$ cat src/design/flag_bank_pkg.sv
// Shared constants and carrier types for the status flag bank.
// Assumes a single 125 MHz system clock and a synchronous active-low reset.
package flag_bank_pkg;
   localparam int CLK_PERIOD_NS = 8;
   localparam int TICK_NS = 1000;
   localparam int TICK_CYCLES = (TICK_NS + CLK_PERIOD_NS - 1) / CLK_PERIOD_NS;
   localparam int TICK_W = 8;
   localparam int CS_LOW_TIME_US = 2000;
   localparam int CS_LOW_TICKS = (CS_LOW_TIME_US * 1000 + TICK_NS - 1) / TICK_NS;
   localparam int REG_FILTER_TIME_US = 100;
   localparam int REG_FILTER_TICKS = (REG_FILTER_TIME_US * 1000 + TICK_NS - 1) / TICK_NS;
   localparam int CNT_W = 16;
   localparam int WD_W = 16;
   localparam int NUM_FLAGS = 22;

   localparam int F_HS3_GND = 0;
   localparam int F_HS2_GND = 1;
   localparam int F_SPI_PARITY = 2;
   localparam int F_CS_TIMEOUT = 3;
   localparam int F_SUP2_UV = 4;
   localparam int F_SUP1_OV = 5;
   localparam int F_HS0_THERMAL = 6;
   localparam int F_WD_FLASH_HALF = 7;
   localparam int F_WAKE_IO13 = 8;
   localparam int F_WAKE_IO02 = 9;
   localparam int F_WAKE_SPI = 10;
   localparam int F_WAKE_FORCED = 11;
   localparam int F_INT_TIMEOUT = 12;
   localparam int F_SLEEP_OFF_PRIOR = 13;
   localparam int F_RST_REQUEST = 14;
   localparam int F_LEAVE_DEBUG = 15;
   localparam int F_INT_REQUEST = 16;
   localparam int F_RST_HIGH = 17;
   localparam int F_DEBUG_RES = 18;
   localparam int F_REG_PREWARN = 19;
   localparam int F_REG_UV = 20;
   localparam int F_REG_OV = 21;

   typedef logic [NUM_FLAGS-1:0] flags_t;

   localparam flags_t FLAGS_RESET = 22'h000000;
   // Synchroniser reset level: select deasserted, so no false select-low follows reset
   localparam logic [12:0] PINS_IDLE = 13'h0001;
   // Flags that also wait for the fault to go away before a read clears them
   localparam flags_t RECOVERY_MASK = 22'h3c0073;

   typedef struct packed {
      logic hs3_gnd_short;
      logic hs2_gnd_short;
      logic second_supply_low;
      logic first_supply_high;
      logic hs0_over_temp;
      logic reset_pin_high;
      logic reg_temp_prewarn;
      logic reg_under_volt;
      logic reg_over_volt;
      logic debug_pin_low;
      logic [1:0] debug_pin_res;
      logic spi_select_bar;
   } pins_t;

   typedef struct packed {
      logic spi_parity_err;
      logic spi_wake_cmd;
      logic forced_wakeup;
      logic int_service_timeout;
      logic sleep_off_enter;
      logic wake_done;
      logic rst_request;
      logic int_request;
      logic [3:0] wake_io;
   } events_t;

   typedef struct packed {
      logic low_power_mode_reg_on;
      logic flash_mode;
      logic debug_mode;
      logic ov_switch_off_en;
      logic [1:0] debug_res_cfg;
   } cfg_t;
endpackage

$ cat src/design/flag_cell.sv
// One status flag: set by an event, cleared by a read, optionally only after recovery.
// Assumes set, cond and clr are all on the same clock.
`timescale 1ns/100ps
module flag_cell #(
   parameter bit RECOVERY = 1'b0
) (
   input wire logic clk,
   input wire logic rst_n,
   input wire logic set,
   input wire logic cond,
   input wire logic clr,
   output logic flag
);
   logic flag_d;

   // A set in the clearing cycle wins, so no event is lost
   always_comb begin
      flag_d = flag;
      if (clr && !(RECOVERY && cond)) begin
         flag_d = 1'b0;
      end
      if (set) begin
         flag_d = 1'b1;
      end
   end

   always_ff @(posedge clk) begin
      if (!rst_n) begin
         flag <= 1'b0;
      end else begin
         flag <= flag_d;
      end
   end
endmodule // flag_cell

$ cat src/design/status_flag_bank.sv
// Diagnostic and wake-source status flag bank, read out by the SPI logic.
// Assumes analog comparators arrive as asynchronous pin levels and SPI/mode
// logic drives one-cycle event pulses on CLK.
`timescale 1ns/100ps

// Contract
// - Switch 2 and 3 ground-short flags clear after recovery plus read.
// - SPI parity failure sets a flag; a read clears it.
// - Select held low beyond 2.0 ms sets a flag; read clears it.
// - Second supply undervoltage latches; clears after recovery plus read.
// - First supply overvoltage latches; clears after recovery plus read.
// - Switch 0 overtemperature latches; clears after cooling plus read.
// - In flash mode, watchdog past half its period sets a flag.
// - Wake on input 1 or 3 sets a shared flag; read clears.
// - Wake on input 0 or 2 sets a shared flag; read clears.
// - SPI wake in low-power regulator-on mode sets a flag.
// - Forced timer wake-up sets a flag; read clears it.
// - Expired interrupt service interval sets a flag; read clears it.
// - Regulator-off low-power entry before wake is recorded until read.
// - Reset caused by SPI reset request sets a flag.
// - Leaving debug mode on low debug pin sets a flag.
// - Interrupt requested by SPI command sets a flag.
// - Reset pin shorted high sets a flag; read clears it.
// - Debug resistor mismatch latches; clears once matching and read.
// - Regulator thermal pre-warning latches; clears after cooling plus read.
// - Regulator undervoltage beyond 100 us latches; clears after recovery, read.
// - Regulator overvoltage may switch off the second I/O switch.
// - Regulator overvoltage must persist 100 us; clears after recovery, read.
module status_flag_bank #(
   parameter int CS_LOW_LIMIT = flag_bank_pkg::CS_LOW_TICKS,
   parameter int REG_FILTER_LIMIT = flag_bank_pkg::REG_FILTER_TICKS
) (
   input wire logic CLK,
   input wire logic RST_N,
   input wire flag_bank_pkg::pins_t PINS,
   input wire flag_bank_pkg::events_t EVENTS,
   input wire flag_bank_pkg::cfg_t CFG,
   input wire logic [flag_bank_pkg::WD_W-1:0] WD_ELAPSED,
   input wire logic [flag_bank_pkg::WD_W-1:0] WD_PERIOD,
   input wire logic READ_DONE,
   input wire flag_bank_pkg::flags_t READ_SEL,
   output flag_bank_pkg::flags_t FLAGS,
   output logic IO2_SWITCH_OFF
);
   import flag_bank_pkg::*;

   localparam logic [CNT_W-1:0] CS_LIM = CNT_W'(CS_LOW_LIMIT);
   localparam logic [CNT_W-1:0] FILT_LIM = CNT_W'(REG_FILTER_LIMIT);
   localparam logic [TICK_W-1:0] TICK_LAST = TICK_W'(TICK_CYCLES - 1);

   pins_t pins_meta_q;
   pins_t pins_q;
   logic debug_low_prev_q;
   logic [TICK_W-1:0] tick_cnt_q;
   logic tick_q;
   logic [CNT_W-1:0] cs_cnt_q;
   logic [CNT_W-1:0] uv_cnt_q;
   logic [CNT_W-1:0] ov_cnt_q;
   logic cs_long_q;
   logic uv_long_q;
   logic ov_long_q;
   logic sleep_off_armed_q;
   logic io_off_q;
   flags_t set_vec;
   flags_t cond_vec;
   flags_t clr_vec;
   flags_t flag_vec;
   logic wd_half;
   logic debug_mismatch;

   // Two-flop synchroniser for every pin level
   always_ff @(posedge CLK) begin
      if (!RST_N) begin
         pins_meta_q <= pins_t'(PINS_IDLE);
         pins_q <= pins_t'(PINS_IDLE);
      end else begin
         pins_meta_q <= PINS;
         pins_q <= pins_meta_q;
      end
   end

   // The 2-bit resistor code is not gray coded; a change can show one
   // mixed cycle, which may set the mismatch flag until the next read.
   assign debug_mismatch = (pins_q.debug_pin_res != CFG.debug_res_cfg);

   always_ff @(posedge CLK) begin
      if (!RST_N) begin
         debug_low_prev_q <= 1'b0;
      end else begin
         debug_low_prev_q <= pins_q.debug_pin_low;
      end
   end

   // Microsecond tick; long timers count ticks to keep counters narrow
   always_ff @(posedge CLK) begin
      if (!RST_N) begin
         tick_cnt_q <= '0;
         tick_q <= 1'b0;
      end else if (tick_cnt_q == TICK_LAST) begin
         tick_cnt_q <= '0;
         tick_q <= 1'b1;
      end else begin
         tick_cnt_q <= tick_cnt_q + 1'b1;
         tick_q <= 1'b0;
      end
   end

   // Select low time; one tick of slack is accepted against the 2.0 ms figure
   always_ff @(posedge CLK) begin
      if (!RST_N) begin
         cs_cnt_q <= '0;
         cs_long_q <= 1'b0;
      end else if (pins_q.spi_select_bar) begin
         cs_cnt_q <= '0;
         cs_long_q <= 1'b0;
      end else begin
         if (tick_q && !cs_long_q) begin
            cs_cnt_q <= cs_cnt_q + 1'b1;
         end
         cs_long_q <= (cs_cnt_q > CS_LIM);
      end
   end

   // Regulator undervoltage persistence filter
   always_ff @(posedge CLK) begin
      if (!RST_N) begin
         uv_cnt_q <= '0;
         uv_long_q <= 1'b0;
      end else if (!pins_q.reg_under_volt) begin
         uv_cnt_q <= '0;
         uv_long_q <= 1'b0;
      end else begin
         if (tick_q && !uv_long_q) begin
            uv_cnt_q <= uv_cnt_q + 1'b1;
         end
         uv_long_q <= (uv_cnt_q > FILT_LIM);
      end
   end

   // Regulator overvoltage persistence filter
   always_ff @(posedge CLK) begin
      if (!RST_N) begin
         ov_cnt_q <= '0;
         ov_long_q <= 1'b0;
      end else if (!pins_q.reg_over_volt) begin
         ov_cnt_q <= '0;
         ov_long_q <= 1'b0;
      end else begin
         if (tick_q && !ov_long_q) begin
            ov_cnt_q <= ov_cnt_q + 1'b1;
         end
         ov_long_q <= (ov_cnt_q > FILT_LIM);
      end
   end

   // Remembers regulator-off low power until the next wake-up
   always_ff @(posedge CLK) begin
      if (!RST_N) begin
         sleep_off_armed_q <= 1'b0;
      end else if (EVENTS.sleep_off_enter) begin
         sleep_off_armed_q <= 1'b1;
      end else if (EVENTS.wake_done) begin
         sleep_off_armed_q <= 1'b0;
      end
   end

   // Elapsed beyond half the period, compared without a divide
   assign wd_half = CFG.flash_mode && ({WD_ELAPSED, 1'b0} > {1'b0, WD_PERIOD});

   always_comb begin
      set_vec = '0;
      cond_vec = '0;
      set_vec[F_HS3_GND] = pins_q.hs3_gnd_short;
      set_vec[F_HS2_GND] = pins_q.hs2_gnd_short;
      set_vec[F_SPI_PARITY] = EVENTS.spi_parity_err;
      set_vec[F_CS_TIMEOUT] = cs_long_q;
      set_vec[F_SUP2_UV] = pins_q.second_supply_low;
      set_vec[F_SUP1_OV] = pins_q.first_supply_high;
      set_vec[F_HS0_THERMAL] = pins_q.hs0_over_temp;
      set_vec[F_WD_FLASH_HALF] = wd_half;
      set_vec[F_WAKE_IO13] = EVENTS.wake_io[1] | EVENTS.wake_io[3];
      set_vec[F_WAKE_IO02] = EVENTS.wake_io[0] | EVENTS.wake_io[2];
      set_vec[F_WAKE_SPI] = EVENTS.spi_wake_cmd & CFG.low_power_mode_reg_on;
      set_vec[F_WAKE_FORCED] = EVENTS.forced_wakeup;
      set_vec[F_INT_TIMEOUT] = EVENTS.int_service_timeout;
      set_vec[F_SLEEP_OFF_PRIOR] = EVENTS.wake_done & sleep_off_armed_q;
      set_vec[F_RST_REQUEST] = EVENTS.rst_request;
      set_vec[F_LEAVE_DEBUG] = CFG.debug_mode & pins_q.debug_pin_low
                               & ~debug_low_prev_q;
      set_vec[F_INT_REQUEST] = EVENTS.int_request;
      set_vec[F_RST_HIGH] = pins_q.reset_pin_high;
      set_vec[F_DEBUG_RES] = debug_mismatch;
      set_vec[F_REG_PREWARN] = pins_q.reg_temp_prewarn;
      set_vec[F_REG_UV] = uv_long_q;
      set_vec[F_REG_OV] = ov_long_q;
      cond_vec[F_HS3_GND] = pins_q.hs3_gnd_short;
      cond_vec[F_HS2_GND] = pins_q.hs2_gnd_short;
      cond_vec[F_SUP2_UV] = pins_q.second_supply_low;
      cond_vec[F_SUP1_OV] = pins_q.first_supply_high;
      cond_vec[F_HS0_THERMAL] = pins_q.hs0_over_temp;
      cond_vec[F_DEBUG_RES] = debug_mismatch;
      cond_vec[F_REG_PREWARN] = pins_q.reg_temp_prewarn;
      // Recovery uses the raw level, not the filtered one
      cond_vec[F_REG_UV] = pins_q.reg_under_volt;
      cond_vec[F_REG_OV] = pins_q.reg_over_volt;
   end

   // Only flags returned by the finished read frame are cleared
   assign clr_vec = READ_DONE ? READ_SEL : '0;

   genvar gi;
   generate
      for (gi = 0; gi < NUM_FLAGS; gi++) begin : g_flag
         flag_cell #(
            .RECOVERY(RECOVERY_MASK[gi])
         ) u_flag (
            .clk(CLK),
            .rst_n(RST_N),
            .set(set_vec[gi]),
            .cond(cond_vec[gi]),
            .clr(clr_vec[gi]),
            .flag(flag_vec[gi])
         );
      end
   endgenerate

   assign FLAGS = flag_vec;

   // Switch stays off while the overvoltage flag stands, when enabled
   always_ff @(posedge CLK) begin
      if (!RST_N) begin
         io_off_q <= 1'b0;
      end else begin
         io_off_q <= CFG.ov_switch_off_en & (ov_long_q | flag_vec[F_REG_OV]);
      end
   end

   assign IO2_SWITCH_OFF = io_off_q;
endmodule // status_flag_bank

$ cat config.mk
export PLATFORM = sky130hd
export DESIGN_NAME = status_flag_bank
export DESIGN_NICKNAME = d
export VERILOG_FILES = /design/src/design/flag_bank_pkg.sv /design/src/design/flag_cell.sv /design/src/design/status_flag_bank.sv
export SDC_FILE = /design/constraint.sdc
export NUM_CORES = 1
export LEC_CHECK = 0
export BUFFER_PORTS_ARGS = -buffer_cell sky130_fd_sc_hd__buf_2
export CAP_MARGIN = 10
export CELL_PAD_IN_SITES_DETAIL_PLACEMENT = 0
export CELL_PAD_IN_SITES_GLOBAL_PLACEMENT = 1
export CORE_UTILIZATION = 43
export DETAILED_ROUTE_END_ITERATION = 10
export PLACE_DENSITY_LB_ADDON = 0.1
export SLEW_MARGIN = 10
export SYNTH_ARGS = -nofsm -noshare
export SYNTH_HDL_FRONTEND = slang
export SYNTH_SLANG_ARGS = --single-unit
export TNS_END_PERCENT = 20
$ cat constraint.sdc
create_clock -name CLK -period 2.8 [get_ports CLK]
set_input_delay 0 -clock CLK [delete_from_list [all_inputs] [get_ports CLK]]
set_output_delay 0 -clock CLK [all_outputs]
set_load 0.02 [all_outputs]
# --- After elaboration in Yosys (flattened, before gate mapping) ---
# Cells that the tools add are included.
totals:
  register_bits: 111
  output_inout_bits: 23
  wordCells: 177
classes:
  addsub: 4
  order_cmp: 4
  eq_ne: 2
  n_mux: 48
  bitwise: 10
  reduce_logical: 52
ops:
  columns: ["cell", "n"]
  rows:
  - ["16-bit by 1-bit adder with 16-bit output, second input constant", 3]
  - ["1-bit two-way mux", 47]
  - ["2-bit nonzero test", 23]
  - ["16-bit by 7-bit > comparator with 1-bit output, second input constant", 2]
  - ["22-bit two-way mux", 1]
  - ["17-bit by 16-bit > comparator with 1-bit output", 1]
  - ["16-bit by 11-bit > comparator with 1-bit output, second input constant", 1]
  - ["1-bit logical AND", 13]
  - ["1-bit zero test", 12]
  - ["8-bit by 1-bit adder with 8-bit output, second input constant", 1]
  - ["8-bit by 7-bit == test with 1-bit output, second input constant", 1]
  - ["1-bit bitwise AND", 5]
  - ["2-bit AND reduction", 2]
  - ["2-bit OR reduction", 2]
  - ["1-bit bitwise OR", 3]
  - ["2-bit != test", 1]
  - ["1-bit inverter", 2]

# --- Logic depth before layout (Yosys ltp) ---
logic_depth:
  ltp_word: 5
  ltp_mapped: 6

# --- By module ---
# Synthesis repeated with hierarchy kept, for this count alone.
hier_totals:
  cells_unflattened: 547
  hier_area_um2: 5054.8
by_module_without_submodules:
  columns: ["mod", "instances", "cells_each", "area_per_inst_um2"]
  rows:
  - ["status_flag_bank", 1, 472, 4146.5]
  - ["flag_cell at g_flag[10].u_flag ...", 13, 3, 41.3]
  - ["flag_cell at g_flag[0].u_flag ...", 9, 4, 41.3]

# --- Least setup slack after synthesis ---
# No wires, ideal clock.
synth_timing:
  kind: "register -> register"
  start: "register tick_q"
  end: "register uv_cnt_q[15]"
  setup_time_ps: 71
  arrival_ps: 1678
  required_time_ps: 2729
  setup_slack_ps: 1050
  stages_incl_launch_ff: 5
  path_buffers: 0
  synth_period_minus_slack_ps: 1750
  path_cell_list: "dfxtp_1 -> nand3b_4 -> or4_4 -> or4_1 -> a21oi_1"
synth_via:
  elab_chain_len: 1
synth_rtl:
  columns: ["item", "line", "rtl"]
  rows:
  - ["start: declaration", "status_flag_bank.sv:55", "logic tick_q;"]
  - ["start signal: assignment", "status_flag_bank.sv:98", "tick_q <= 1'b0;"]
  - ["start signal: assignment", "status_flag_bank.sv:101", "tick_q <= 1'b1;"]
  - ["start signal: assignment", "status_flag_bank.sv:104", "tick_q <= 1'b0;"]
  - ["1-bit logical AND", "status_flag_bank.sv:133", "if (tick_q && !uv_long_q) begin"]
  - ["end signal: assignment", "status_flag_bank.sv:134", "uv_cnt_q <= uv_cnt_q + 1'b1;"]
  - ["end: declaration", "status_flag_bank.sv:57", "logic [CNT_W-1:0] uv_cnt_q;"]
# Every way passes these cells.
# A chain may end at the register's enable or synchronous reset.

# --- Worst setup path in the final report ---
# Same ends and word-level chain as after synthesis.

==> flow_summary.json <==
{
  "clock_tree.htree_level_count": 3,
  "critPathMaxFanout": 10,
  "worst-setup-path-type": "reg -> reg",
  "place_worst_setup_slack_ps": 876.4,
  "ys.flop_type": "sky130_fd_sc_hd__dfxtp_1",
  "synth.top_cells.by_area": "sky130_fd_sc_hd__dfxtp_1 (45%), sky130_fd_sc_hd__ha_1 (5.9%), sky130_fd_sc_hd__nor2_1 (5.4%), sky130_fd_sc_hd__a21oi_1 (4.3%), sky130_fd_sc_hd__nand2_1 (3.6%)",
  "vias_per_cell": 4.866,
  "worst_path_largest_cell_delay_ps": 580,
  "route.antenna.remaining_nets": 0,
  "cts_inserted_buffers": 9,
  "rsz0062_at_grt": "no",
  "detail_route.wl_per_cell_um": 12.24,
  "io_buffer_count": 110,
  "timing.slew.headroom_pct": 40.71,
  "max_cap_violations": 0,
  "post_route_cells_drive_above_1_share_pct": 18.83,
  "syn_area_per_cell_um2": 8.720,
  "number_of_standard_cell_rows_in_the_floorplan": 38,
  "timing_max_transition_violations_final": 0,
  "grt_pass1_wl_um": 16980,
  "min-delay-start": "CFG[4]",
  "mappedNetlistArea_um2": 4892,
  "track_usage_pct": 18.50,
  "worst-endpoint-required_ps": 3070,
  "grt_max_degree": 24,
  "grt_pass1_vias": 3840,
  "detailedRoute.firstPassIterationCount": 4,
  "hold_violations": 0,
  "postSynthNetCount": 672,
  "r2r_start": "tick_q$_SDFF_PN0_",
  "worst_ep_arrival_time_ps": 2220,
  "path_clk_slew_ps": 70,
  "outcome": "finished clean",
  "synth.yosys.warnings": 0,
  "number_of_antenna_violations_at_the_first_check_in_global_routing": 0,
  "worst_hold_slack_ps": 32.95,
  "tightestPinTransition_ps": 888.4,
  "slowest_stage": "sky130_fd_sc_hd__or4_4",
  "netlist_instances": 561,
  "final.min_clock_period_ps": 1944,
  "ff2ff_path_depth": 4,
  "setup_tns_ps": 0,
  "cts_root_buffer": "sky130_fd_sc_hd__clkbuf_16",
  "layout.core_utilization_pct": 56.62,
  "timing.critical_path.cells": "nand3b_4 > or4_4 > or4_1 > a21oi_1",
  "gp_congestion": 0.7949,
  "floorplan.initialDensity_pct": 44.54,
  "critical_path.startpoint": "tick_q$_SDFF_PN0_",
  "final.fill_count": 1030,
  "drt_wl_total_um": 10300,
  "timing.final.crit_share_pct": 69.43,
  "max_clock_freq_mhz": 514.4,
  "final.setup_skew_ps": 7.669,
  "insertedDiodeCount": 0,
  "route.detailed.drc": 0,
  "die_height_um": 108.7,
  "worst_r2r_endpoint": "uv_cnt_q[15]$_SDFFE_PN0P_",
  "irDropWorstVdd_v": 0.0004857,
  "die_width_um": 108.7,
  "synth-seq-area-share_pct": 45.42,
  "hold_end": "g_flag[7].u_flag.flag$_SDFFE_PN0P_",
  "floorplan.die_area_um2": 11810,
  "fp.coreArea_um2": 10980,
  "synth_async_sr_flop_share_pct": 0,
  "worstHoldPathType": "in -> reg",
  "post-synth-top-area-cell": "sky130_fd_sc_hd__dfxtp_1",
  "setup.reg_to_reg.worst_slack_ps": 860,
  "synth.lib_cells_used.distinct": 41,
  "finalInstanceArea_um2": 6218,
  "fin_nets": 807,
  "vias": 4092,
  "cts_tree": "done",
  "cts.sinks": 111,
  "top_level_ports": 111,
  "synth_edf_count": 0,
  "start_kind": "flip-flop",
  "final.setup.worst_slack_ps": 856.1,
  "postPlaceCellArea_um2": 5408,
  "globalRoute.totalOverflow": 0,
  "worstSkewPairLatency_ps": 350,
  "hpwlAfterDp_um": 7094,
  "hold_path_depth": 4,
  "yosysTopAreaCellShare_pct": 45.42,
  "flow.area_growth_from_synthesis_pct": 27.11,
  "static-leakage-power_nw": 2.657,
  "drtIter0Drc": 130,
  "pwr_density_cell_nw_per_um2": 526.5,
  "cts_buffer_depth": 2,
  "synth-seq-cells": 111,
  "critPathCaptureType": "flip-flop",
  "setup_violations": 0
}
==> layer usage <==
metal | up-vias | wire length (um) | global-route usage (%)
met1 | 1828 | 4905 | 21.89
li1 | 2163 | - | -
met4 | 0 | 167 | 6.757
met3 | 15 | 539 | 5.320
met2 | 86 | 4685 | 31.74
met5 | - | 0 | 0
==> through the flow <==
step,power (mW),cells
floorplan,1.810,561
global route,3.419,841
detailed placement,1.892,776
finish,3.274,841
global placement,1.886,776
CTS,3.327,841
==> sequential cells by signal, summed over array words and instances (netlist names), 5 cells and up <==
register,flops
ov_cnt_q,16
cs_cnt_q,16
pins_q,5
cond_vec,8
pins_meta_q,13
tick_cnt_q,8
g_flag.u_flag.flag,22
uv_cnt_q,16
==> cells in the mapped netlist, types with 8 or more instances <==
cell,number
sky130_fd_sc_hd__nand3_1,16
sky130_fd_sc_hd__clkbuf_1,14
sky130_fd_sc_hd__nor3_1,11
sky130_fd_sc_hd__dfxtp_1,111
sky130_fd_sc_hd__xnor2_1,19
sky130_fd_sc_hd__o21ai_0,8
sky130_fd_sc_hd__or4_1,8
sky130_fd_sc_hd__and2_1,28
sky130_fd_sc_hd__a21oi_1,42
sky130_fd_sc_hd__and3_1,11
sky130_fd_sc_hd__nand4_1,13
sky130_fd_sc_hd__ha_1,23
sky130_fd_sc_hd__inv_1,32
sky130_fd_sc_hd__nand2_1,47
sky130_fd_sc_hd__xor2_1,17
sky130_fd_sc_hd__buf_4,22
sky130_fd_sc_hd__nor2_1,71
==> cells in the final DEF, fill, tap and decap left out, drive strengths merged, types with 3 or more instances in the layout <==
cell type and n:
dlygate4sd3 49, o31ai 7, and3 11, a211oi 3, nor2b 7, a41o 3
or3 6, and2 28, o21ai 8, xnor2 19, a31oi 7, buf 111
a21oi 42, nand3 16, xor2 17, nand2 47, clkbuf 9, dfxtp 111
nor4 7, ha 23, nand4b 3, inv 34, nor2 71, or4 9
nand3b 4, nor3 11, nand4 13, nand2b 3
==> power breakdown <==
group | switching, mW | internal, mW
Combinational | 0.127 | 0.153
Clock | 0.573 | 0.787
Sequential | 0.0173 | 1.62
Total | 0.717 | 2.56
==> critical path: cells and delay by family (launching register included) <==
| kind | cells | cell delay, ps |
|---|---|---|
| flip-flops | 1 | 490 |
| AO/OA/AOI/OAI | 1 | 150 |
| AND/OR/NAND/NOR | 3 | 1230 |
==> worst max path at each step <==
| stage | endpoint | slack, ps | cells past startpoint |
|---|---|---|---|
| final | uv_cnt_q[15]$_SDFFE_PN0P_ | 860 | 4 |
| after detailed placement | uv_cnt_q[15]$_SDFFE_PN0P_ | 880 | 4 |
| after floorplan | uv_cnt_q[15]$_SDFFE_PN0P_ | 1050 | 4 |
| after global placement | uv_cnt_q[15]$_SDFFE_PN0P_ | 910 | 4 |
| after CTS | uv_cnt_q[15]$_SDFFE_PN0P_ | 840 | 4 |
| after global routing | uv_cnt_q[15]$_SDFFE_PN0P_ | 740 | 4 |
==> cell families (layout without fill, tap and decap cells) <==
kind of cell	count (synthesis)	in the layout	share of synthesized area, %
simple gates	242	242	25.24
flops	111	111	45.42
compound gates	81	81	10.10
buf+inv	68	208	6.905
xor+xnor	36	36	6.445
fa+ha+maj	23	23	5.882
==> timing repair <==
action	4_1_cts	5_1_grt
setup buffers	0	0
hold endpoints to repair	37	0
hold buffers	49	0
gates resized for setup	0	0
==> cell type report <==
cell class                 instances  area [um^2]  share of cell area [%]
multi-input combinational        382         2332                   37.51
timing repair buffer             160         1049                   16.86
inverter                          32        120.1                   1.932
tap                              140        175.2                   2.817
sequential                       111         2222                   35.73
clock buffer                       9        225.2                   3.622
clock inverter                     7        95.09                   1.529
Note: power is estimated with default switching activity, not from simulation.
